==> config.mk <==
export PLATFORM = sky130hd
export DESIGN_NAME = lkc_cmd_engine
export DESIGN_NICKNAME = d
export VERILOG_FILES = /design/src/core/lkc_pkg.sv /design/src/core/lkc_cmd_engine.sv /design/src/core/lkc_param_check.sv
export VERILOG_INCLUDE_DIRS = /design/src /design/src/core
export SDC_FILE = /design/constraint.sdc
export NUM_CORES = 1
export LEC_CHECK = 0
export ABC_CLOCK_PERIOD_IN_PS = 1900
export BUFFER_PORTS_ARGS = -buffer_cell sky130_fd_sc_hd__buf_4
export CAP_MARGIN = 15
export CORE_UTILIZATION = 30
export DETAILED_ROUTE_END_ITERATION = 16
export MAX_ROUTING_LAYER = met4
export SYNTH_ARGS = -nofsm -noshare
export SYNTH_HDL_FRONTEND = slang
export SYNTH_SLANG_ARGS = --single-unit
==> constraint.sdc <==
create_clock -name core_clk -period 1.9 [get_ports core_clk]
set_clock_uncertainty 0.1 [all_clocks]
set_input_delay 0.095 -clock core_clk [delete_from_list [all_inputs] [get_ports core_clk]]
set_output_delay 0.095 -clock core_clk [all_outputs]
set_load 0.02 [all_outputs]
==> src/core/lkc_map.svh <==
// Constants for the link key and remote name command interpreter.
// Assumes inclusion by bare name from core/ sources.
`ifndef LKC_MAP_SVH
`define LKC_MAP_SVH

`define LKC_CODE_RENEW      10'h015
`define LKC_CODE_KEYSEL     10'h017
`define LKC_CODE_NAME       10'h019
`define LKC_HANDLE_MAX      12'hEFF
`define LKC_KEY_SEMI        8'h00
`define LKC_KEY_TEMP        8'h01
`define LKC_REP_MAX         8'h02
`define LKC_SCAN_MAX        8'h03
`define LKC_OFS_VALID_BIT   15
`define LKC_ST_OK           8'h00
`define LKC_ST_BAD_PARAM    8'h12
`define LKC_ST_UNKNOWN_CMD  8'h01
`define LKC_EV_STATUS       8'h0F
`define LKC_EV_KEY_NOTIFY   8'h15
`define LKC_EV_RENEW_DONE   8'h09
`define LKC_EV_KEYSEL_DONE  8'h0A
`define LKC_EV_NAME_DONE    8'h07
`define LKC_MASK_STATUS     3'd0
`define LKC_MASK_NOTIFY     3'd1
`define LKC_MASK_RENEW      3'd2
`define LKC_MASK_KEYSEL     3'd3
`define LKC_MASK_NAME       3'd4
`define LKC_MASK_W          5

`endif

==> src/core/lkc_pkg.sv <==
// Types for the link key and remote name command interpreter.
// Assumes lkc_map.svh supplies all numeric constants.
package lkc_pkg;
    typedef enum logic [5:0] {
        ST_IDLE   = 6'b000001,
        ST_STATUS = 6'b000010,
        ST_WAIT   = 6'b000100,
        ST_NOTIFY = 6'b001000,
        ST_DONE   = 6'b010000,
        ST_CRYPT  = 6'b100000
    } lkc_state_e;

    typedef enum logic [1:0] {
        OP_RENEW  = 2'h0,
        OP_KEYSEL = 2'h1,
        OP_NAME   = 2'h2,
        OP_NONE   = 2'h3
    } lkc_op_e;
endpackage : lkc_pkg
==> src/core/lkc_cmd_engine.sv <==
// Command interpreter for key renewal, key selection and remote name.
// Assumes a link manager that takes lmStart and pulses lmDone once.
//
// Functional notes
// - Renew key command code 0x0015 accepted
// - Handle low 12 bits, above 0xEFF reserved
// - Command status event precedes completion
// - Renewal gives notify and completion events
// - No generic command complete event ever
// - Master restarts encryption with temporary key
// - Key select code 0x0017, flag 0 or 1
// - Key select completion carries command status
// - Completion handle depends on master role
// - Name command code 0x0019, ordered fields
// - Repetition class above 0x02 reserved
// - Scan mode above 0x03 reserved
// - Offset bit 15 marks offset valid
// - Temporary link when no connection exists
// - Name completion after link exchange
`timescale 1ns/1ps
`default_nettype none
`include "lkc_map.svh"
module lkc_cmd_engine (
    input  wire logic                  core_clk,
    input  wire logic                  resetn,
    input  wire logic                  cmdValid,
    input  wire logic [9:0]            commandCode,
    input  wire logic [15:0]           connHandle,
    input  wire logic [7:0]            keyFlag,
    input  wire logic [47:0]           device_address,
    input  wire logic [7:0]            repeatClass,
    input  wire logic [7:0]            scanMode,
    input  wire logic [15:0]           clockOffset,
    input  wire logic [`LKC_MASK_W-1:0] eventMask,
    input  wire logic                  isMaster,
    input  wire logic                  encryptOn,
    input  wire logic                  tempKeyInUse,
    input  wire logic                  connExists,
    input  wire logic [11:0]           slaveHandle,
    input  wire logic [11:0]           masterHandle,
    input  wire logic                  lmDone,
    input  wire logic [7:0]            lmStatus,
    input  wire logic                  peerRenewed,
    output logic                       cmdReady,
    output logic                       evtValid,
    output logic [7:0]                 evtCode,
    output logic [7:0]                 evtStatus,
    output logic [11:0]                evtHandle,
    output logic [9:0]                 evtOpcode,
    output logic                       lmStart,
    output logic [1:0]                 lmOp,
    output logic                       lmTempLink,
    output logic [47:0]                lmAddress,
    output logic [7:0]                 lmRepeat,
    output logic [7:0]                 lmScan,
    output logic [14:0]                lmOffset,
    output logic                       lmOffsetValid,
    output logic                       lmKeyTemp,
    output logic                       cryptRestart,
    output logic                       peerNotify
);
    lkc_pkg::lkc_state_e state;
    lkc_pkg::lkc_op_e    op;
    logic                known;
    logic                paramOk;
    logic [9:0]          code;
    logic [11:0]         handle;
    logic                keySel;
    logic [7:0]          doneStatus;
    logic                takenOk;
    logic                takenKnown;

    lkc_param_check uCheck (
        .commandCode (commandCode),
        .connHandle  (connHandle),
        .keyFlag     (keyFlag),
        .repeatClass (repeatClass),
        .scanMode    (scanMode),
        .known       (known),
        .paramOk     (paramOk)
    );

    // Which operation a code selects
    function automatic lkc_pkg::lkc_op_e decode_op(input logic [9:0] c);
        case (c)
            `LKC_CODE_RENEW:  decode_op = lkc_pkg::OP_RENEW;
            `LKC_CODE_KEYSEL: decode_op = lkc_pkg::OP_KEYSEL;
            `LKC_CODE_NAME:   decode_op = lkc_pkg::OP_NAME;
            default:          decode_op = lkc_pkg::OP_NONE;
        endcase
    endfunction : decode_op

    // Deliver an event unless its mask bit is set
    function automatic logic unmasked(input logic [`LKC_MASK_W-1:0] m,
                                      input logic [2:0] idx);
        unmasked = ~m[idx];
    endfunction : unmasked

    // Sequencer: status, link work, notify, completion
    always_ff @(posedge core_clk or negedge resetn) begin
        if (!resetn) begin
            state <= lkc_pkg::ST_IDLE;
        end else begin
            case (state)
                lkc_pkg::ST_IDLE:
                    if (cmdValid) state <= lkc_pkg::ST_STATUS;
                lkc_pkg::ST_STATUS:
                    state <= takenOk ? lkc_pkg::ST_WAIT : lkc_pkg::ST_IDLE;
                lkc_pkg::ST_WAIT:
                    if (lmDone) begin
                        if (op == lkc_pkg::OP_RENEW && lmStatus == `LKC_ST_OK)
                            state <= lkc_pkg::ST_NOTIFY;
                        else
                            state <= lkc_pkg::ST_DONE;
                    end
                lkc_pkg::ST_NOTIFY: state <= lkc_pkg::ST_DONE;
                lkc_pkg::ST_DONE: begin
                    // Restart only after renewal under temporary key
                    if (op == lkc_pkg::OP_RENEW && isMaster && encryptOn
                        && tempKeyInUse && doneStatus == `LKC_ST_OK)
                        state <= lkc_pkg::ST_CRYPT;
                    else
                        state <= lkc_pkg::ST_IDLE;
                end
                lkc_pkg::ST_CRYPT: state <= lkc_pkg::ST_IDLE;
                default: state <= lkc_pkg::ST_IDLE;
            endcase
        end
    end

    // Capture the command when taken
    always_ff @(posedge core_clk or negedge resetn) begin
        if (!resetn) begin
            op            <= lkc_pkg::OP_NONE;
            code          <= 10'h000;
            handle        <= 12'h000;
            keySel        <= 1'b0;
            lmAddress     <= 48'h0;
            lmRepeat      <= 8'h00;
            lmScan        <= 8'h00;
            lmOffset      <= 15'h0000;
            lmOffsetValid <= 1'b0;
            takenOk       <= 1'b0;
            takenKnown    <= 1'b0;
        end else if (state == lkc_pkg::ST_IDLE && cmdValid) begin
            // Verdict frozen at take; host may change fields afterwards
            takenOk       <= paramOk;
            takenKnown    <= known;
            op            <= decode_op(commandCode);
            code          <= commandCode;
            handle        <= connHandle[11:0];
            keySel        <= keyFlag[0];
            lmAddress     <= device_address;
            lmRepeat      <= repeatClass;
            lmScan        <= scanMode;
            lmOffset      <= clockOffset[14:0];
            // Flag travels with the raw offset; user must honour it
            lmOffsetValid <= clockOffset[`LKC_OFS_VALID_BIT];
        end
    end

    // Completion status from the link manager
    always_ff @(posedge core_clk or negedge resetn) begin
        if (!resetn)
            doneStatus <= `LKC_ST_OK;
        else if (state == lkc_pkg::ST_WAIT && lmDone)
            doneStatus <= lmStatus;
    end

    // Link manager request, only for legal commands
    always_ff @(posedge core_clk or negedge resetn) begin
        if (!resetn) begin
            lmStart    <= 1'b0;
            lmOp       <= 2'h0;
            lmTempLink <= 1'b0;
            lmKeyTemp  <= 1'b0;
        end else begin
            lmStart <= (state == lkc_pkg::ST_STATUS) && takenOk;
            if (state == lkc_pkg::ST_STATUS) begin
                lmOp       <= op;
                lmTempLink <= (op == lkc_pkg::OP_NAME) && !connExists;
                lmKeyTemp  <= keySel;
            end
        end
    end

    // Side effects toward the radio and the peer
    always_ff @(posedge core_clk or negedge resetn) begin
        if (!resetn) begin
            cryptRestart <= 1'b0;
            peerNotify   <= 1'b0;
        end else begin
            cryptRestart <= (state == lkc_pkg::ST_CRYPT);
            // Peer raises its own notify once its key is new
            peerNotify   <= peerRenewed || (state == lkc_pkg::ST_NOTIFY);
        end
    end

    // Event generator; no generic completion code exists here
    always_ff @(posedge core_clk or negedge resetn) begin
        if (!resetn) begin
            evtValid  <= 1'b0;
            evtCode   <= 8'h00;
            evtStatus <= 8'h00;
            evtHandle <= 12'h000;
            evtOpcode <= 10'h000;
        end else begin
            evtValid  <= 1'b0;
            evtOpcode <= code;
            evtHandle <= handle;
            case (state)
                lkc_pkg::ST_STATUS: begin
                    evtValid  <= unmasked(eventMask, `LKC_MASK_STATUS);
                    evtCode   <= `LKC_EV_STATUS;
                    evtStatus <= takenOk ? `LKC_ST_OK
                               : (takenKnown ? `LKC_ST_BAD_PARAM
                                             : `LKC_ST_UNKNOWN_CMD);
                end
                lkc_pkg::ST_NOTIFY: begin
                    evtValid  <= unmasked(eventMask, `LKC_MASK_NOTIFY);
                    evtCode   <= `LKC_EV_KEY_NOTIFY;
                    evtStatus <= `LKC_ST_OK;
                end
                lkc_pkg::ST_DONE: begin
                    evtStatus <= doneStatus;
                    case (op)
                        lkc_pkg::OP_RENEW: begin
                            evtValid <= unmasked(eventMask, `LKC_MASK_RENEW);
                            evtCode  <= `LKC_EV_RENEW_DONE;
                        end
                        lkc_pkg::OP_KEYSEL: begin
                            evtValid  <= unmasked(eventMask, `LKC_MASK_KEYSEL);
                            evtCode   <= `LKC_EV_KEYSEL_DONE;
                            evtHandle <= isMaster ? slaveHandle
                                                  : masterHandle;
                        end
                        default: begin
                            evtValid <= unmasked(eventMask, `LKC_MASK_NAME);
                            evtCode  <= `LKC_EV_NAME_DONE;
                        end
                    endcase
                end
                default: evtCode <= evtCode;
            endcase
        end
    end

    // One command at a time
    always_ff @(posedge core_clk or negedge resetn) begin
        if (!resetn)
            cmdReady <= 1'b0;
        else
            cmdReady <= (state == lkc_pkg::ST_IDLE) && !cmdValid;
    end
endmodule : lkc_cmd_engine
`default_nettype wire

==> src/core/lkc_param_check.sv <==
// Parameter legality check for the three commands.
// Assumes command fields are stable while cmdValid is high.
`timescale 1ns/1ps
`default_nettype none
`include "lkc_map.svh"
module lkc_param_check (
    input  wire logic [9:0]  commandCode,
    input  wire logic [15:0] connHandle,
    input  wire logic [7:0]  keyFlag,
    input  wire logic [7:0]  repeatClass,
    input  wire logic [7:0]  scanMode,
    output logic             known,
    output logic             paramOk
);
    // Unknown codes are reported, never acted on
    always_comb begin
        known   = 1'b1;
        paramOk = 1'b1;
        case (commandCode)
            `LKC_CODE_RENEW:  paramOk = connHandle[11:0] <= `LKC_HANDLE_MAX;
            `LKC_CODE_KEYSEL: paramOk = keyFlag <= `LKC_KEY_TEMP;
            `LKC_CODE_NAME:   paramOk = (repeatClass <= `LKC_REP_MAX)
                                     && (scanMode <= `LKC_SCAN_MAX);
            default: begin
                known   = 1'b0;
                paramOk = 1'b0;
            end
        endcase
    end
endmodule : lkc_param_check
`default_nettype wire

==> flow_summary.json <==
{
  "post_dp_cell_area_mm2": 0.00915,
  "synth_edf_count": 0,
  "relSlewSlack_pct": 66.2,
  "status": "finished, violations left",
  "clock-sinks": 165,
  "setup_violations": 2,
  "antenna_found_initial": 0,
  "synth.avg_cell_area_um2": 9.77,
  "gr-usage-all-layers_pct": 19.0,
  "worstPathArrival_ns": 2.14,
  "grt_max_degree": 56,
  "synth_cell_types": 47,
  "synthTopCellsByCount": "nand2_1 (327), dfrtp_1 (162), nor2_1 (23), a21oi_1 (15), buf_2 (15)",
  "final_util_pct": 55.0,
  "start_kind": "flip-flop",
  "rsz0062_at_grt": "yes",
  "wire_per_inst_um": 15.1,
  "reg2reg_from": "state[0]",
  "min_path_type": "input port to flip-flop",
  "drive_gt1_share_pct": 36.4,
  "power_density_mw_per_mm2": 1370,
  "finalCritPeriodShare_pct": 102,
  "slowest_stage": "or4_4",
  "pin_count": 287,
  "yosys-top-cells-area": "dfrtp_1 (63%), nand2_1 (19%), mux2i_1 (2.0%)",
  "drcViolationCount": 0,
  "worstHoldPathCells": 4,
  "drt-pass1-iter-count": 5,
  "cp_max_fo": 4,
  "critPathTopFamily": "simple AND/OR/NAND/NOR gates",
  "synthMuxAreaShare_pct": 3.40,
  "multi_input_area_mm2": 0.00233,
  "p_leak_nw": 6.07,
  "synth-seq-area-share_pct": 63.8,
  "regToRegSetupSlack_ns": -0.04,
  "synthesis.area_mm2": 0.00648,
  "synth_seq_cells": 165,
  "cp_slowest_stage_delay_ns": 0.55,
  "die-area_mm2": 0.0222,
  "fin_setup_tns_ns": -0.0743,
  "register_area_mm2": 0.00413,
  "holdWs_ns": 0.0314,
  "synth_top_family_by_area": "simple AND/OR/NAND/NOR gates",
  "cts_buffers": 17,
  "holdPathEnd": "state[5]",
  "synthAdderAreaFrac_pct": 0,
  "worst_pin_slew_ns": 0.507,
  "cts_tree": "yes",
  "synthCells": 663,
  "synthXorXnorAreaFrac_pct": 0.135,
  "hp-start": "tempKeyInUse",
  "finalNetCount": 1280,
  "path_cells": "or4_4 > or3b_4 > and2_4 > a32oi_1 > o21ai_1",
  "portBuffers": 279,
  "coreArea_mm2": 0.0211,
  "critPathCaptureType": "flip-flop",
  "stdcell_area_mm2": 0.0116,
  "max_freq_mhz": 515,
  "rows": 53,
  "path_clk_slew_ns": 0.06,
  "required_ns": 2.10,
  "drt-total-wl_um": 21200,
  "critical_path_class": "flip-flop to flip-flop",
  "grt_pass1_vias": 6435,
  "hold_viol_final": 0,
  "gp_congestion": 0.824,
  "antenna_cells": 0,
  "via_per_inst": 4.44,
  "async_flop_share_pct": 100,
  "rr_worst_depth": 5,
  "synth-simple-area-share_pct": 24.5,
  "r2r-end": "evtStatus[1]",
  "peakVddDrop_mv": 0.775,
  "yosysWarnings": 0,
  "clock-root-buffer": "clkbuf_16",
  "worst-path-buf-inv": 0,
  "num_vias": 6247,
  "areaGrowthSynthToFinish_pct": 79.0,
  "grt_pass1_wl_um": 31900,
  "htree_levels": 4,
  "synth_area_leader_cell": "dfrtp_1",
  "synth_compound_area_share_pct": 4.81,
  "insertion_delay_ns": 0.42,
  "setup_ws_ns": -0.0430,
  "start_util_pct": 30.7,
  "synth.top_cell.area_share_pct": 62.6,
  "grt-ovfl-total": 0,
  "n_fill_cell": 1821,
  "violations": "negative setup slack",
  "die_w_um": 149,
  "synth_flop_cell": "dfrtp_1",
  "clockBufferDepth": 2,
  "drv_cap": 0,
  "finalMaxSlewViolations": 0,
  "post-dp-hpwl_um": 13300,
  "first_iter_violations": 219,
  "die_h_um": 149,
  "yosysMostFrequentCell": "nand2_1",
  "period_needed_ns": 1.94,
  "ant_nets": 0
}
[cells by family (layout without fill, tap and decap cells)]
| logic type | Yosys count | after routing |
|---|---|---|
| compound gates | 48 | 48 |
| xor+xnor | 1 | 1 |
| buf+inv | 39 | 505 |
| flops | 165 | 165 |
| mux | 21 | 21 |
| other cells | 1 | 3 |
| simple gates | 388 | 388 |
[flip-flops by register name, summed over array words and instances, names as in the netlist, 2 cells and up]
| signal | flops |
|---|---|
| code | 10 |
| doneStatus | 8 |
| evtCode | 5 |
| evtHandle | 12 |
| evtOpcode | 10 |
| evtStatus | 8 |
| handle | 12 |
| lmAddress | 48 |
| lmOffset | 15 |
| lmOp | 2 |
| lmRepeat | 8 |
| lmScan | 8 |
| op | 2 |
| state | 6 |
[timing repair]
| action | CTS | global route |
|---|---|---|
| cloned | 0 | 5 |
| hold buffers | 143 | 0 |
| gates resized for setup | 1 | 66 |
| pin swaps | 2 | 31 |
| hold endpoints to repair | 276 | 0 |
| endpoints found under the setup margin | 34 | 130 |
| setup buffers | 1 | 3 |
[cell type report]
class                           count  share of cell area [%]
Sequential cell                   165                    35.6
Timing Repair Buffer              469                    35.6
Multi-Input combinational cell    461                    20.1
Clock buffer                       18                    3.70
Tap cell                          275                    2.97
Clock inverter                     12                    1.75
Inverter                            6                   0.259
[how the worst max path moves through the flow]
stage               startpoint           end  slack [ns]  cells past startpoint
floorplan             state[2]  evtStatus[1]       -0.06                      5
global placement      state[0]  evtStatus[4]       -0.03                      5
detailed placement    state[0]  evtStatus[1]       -0.05                      5
CTS                   state[0]  evtStatus[1]       -0.05                      5
global route          state[4]  lmOffset[10]       -0.11                      8
finish                state[0]  evtStatus[1]       -0.04                      5
[per-layer routing]
| metal | wire length, um | track usage, % | up-vias |
|---|---|---|---|
| met5 | 0 | - | - |
| met4 | 417 | 8.47 | 0 |
| met3 | 1100 | 3.21 | 29 |
| met2 | 10900 | 32.0 | 233 |
| met1 | 8790 | 22.3 | 2949 |
| li1 | - | - | 3036 |
[report_power, final]
group	internal (mW)	switching [mW]
clock network	2.33	1.43
registers	4.88	0.691
logic	2.93	3.66
[per-stage QoR]
step,setup WS [ns],std cells,total power [mW]
global placement,-0.0266,1224,11.4
floorplan,-0.0569,665,8.56
detailed placement,-0.0491,1224,11.5
CTS,-0.0455,1398,15.6
finish,-0.0430,1406,15.9
global route,-0.106,1406,16.8
[layout by cell type, fill, tap and decap left out, types with 8 or more instances in the layout]
master	instances
a21oi_1	15
buf_12	12
buf_4	303
clkbuf_16	21
dfrtp_1	161
dlygate4sd3_1	143
mux2_2	8
mux2i_1	13
nand2_1	292
nand2_2	20
nand2_4	15
nor2_1	22
[worst reg2reg max path: stages, from the launching register on]
cell and delay [ns]:
dfstp_2 0.37, or4_4 0.55, or3b_4 0.39, and2_4 0.16, a32oi_1 0.18, o21ai_1 0.08
(Power assumes the default switching activity.)
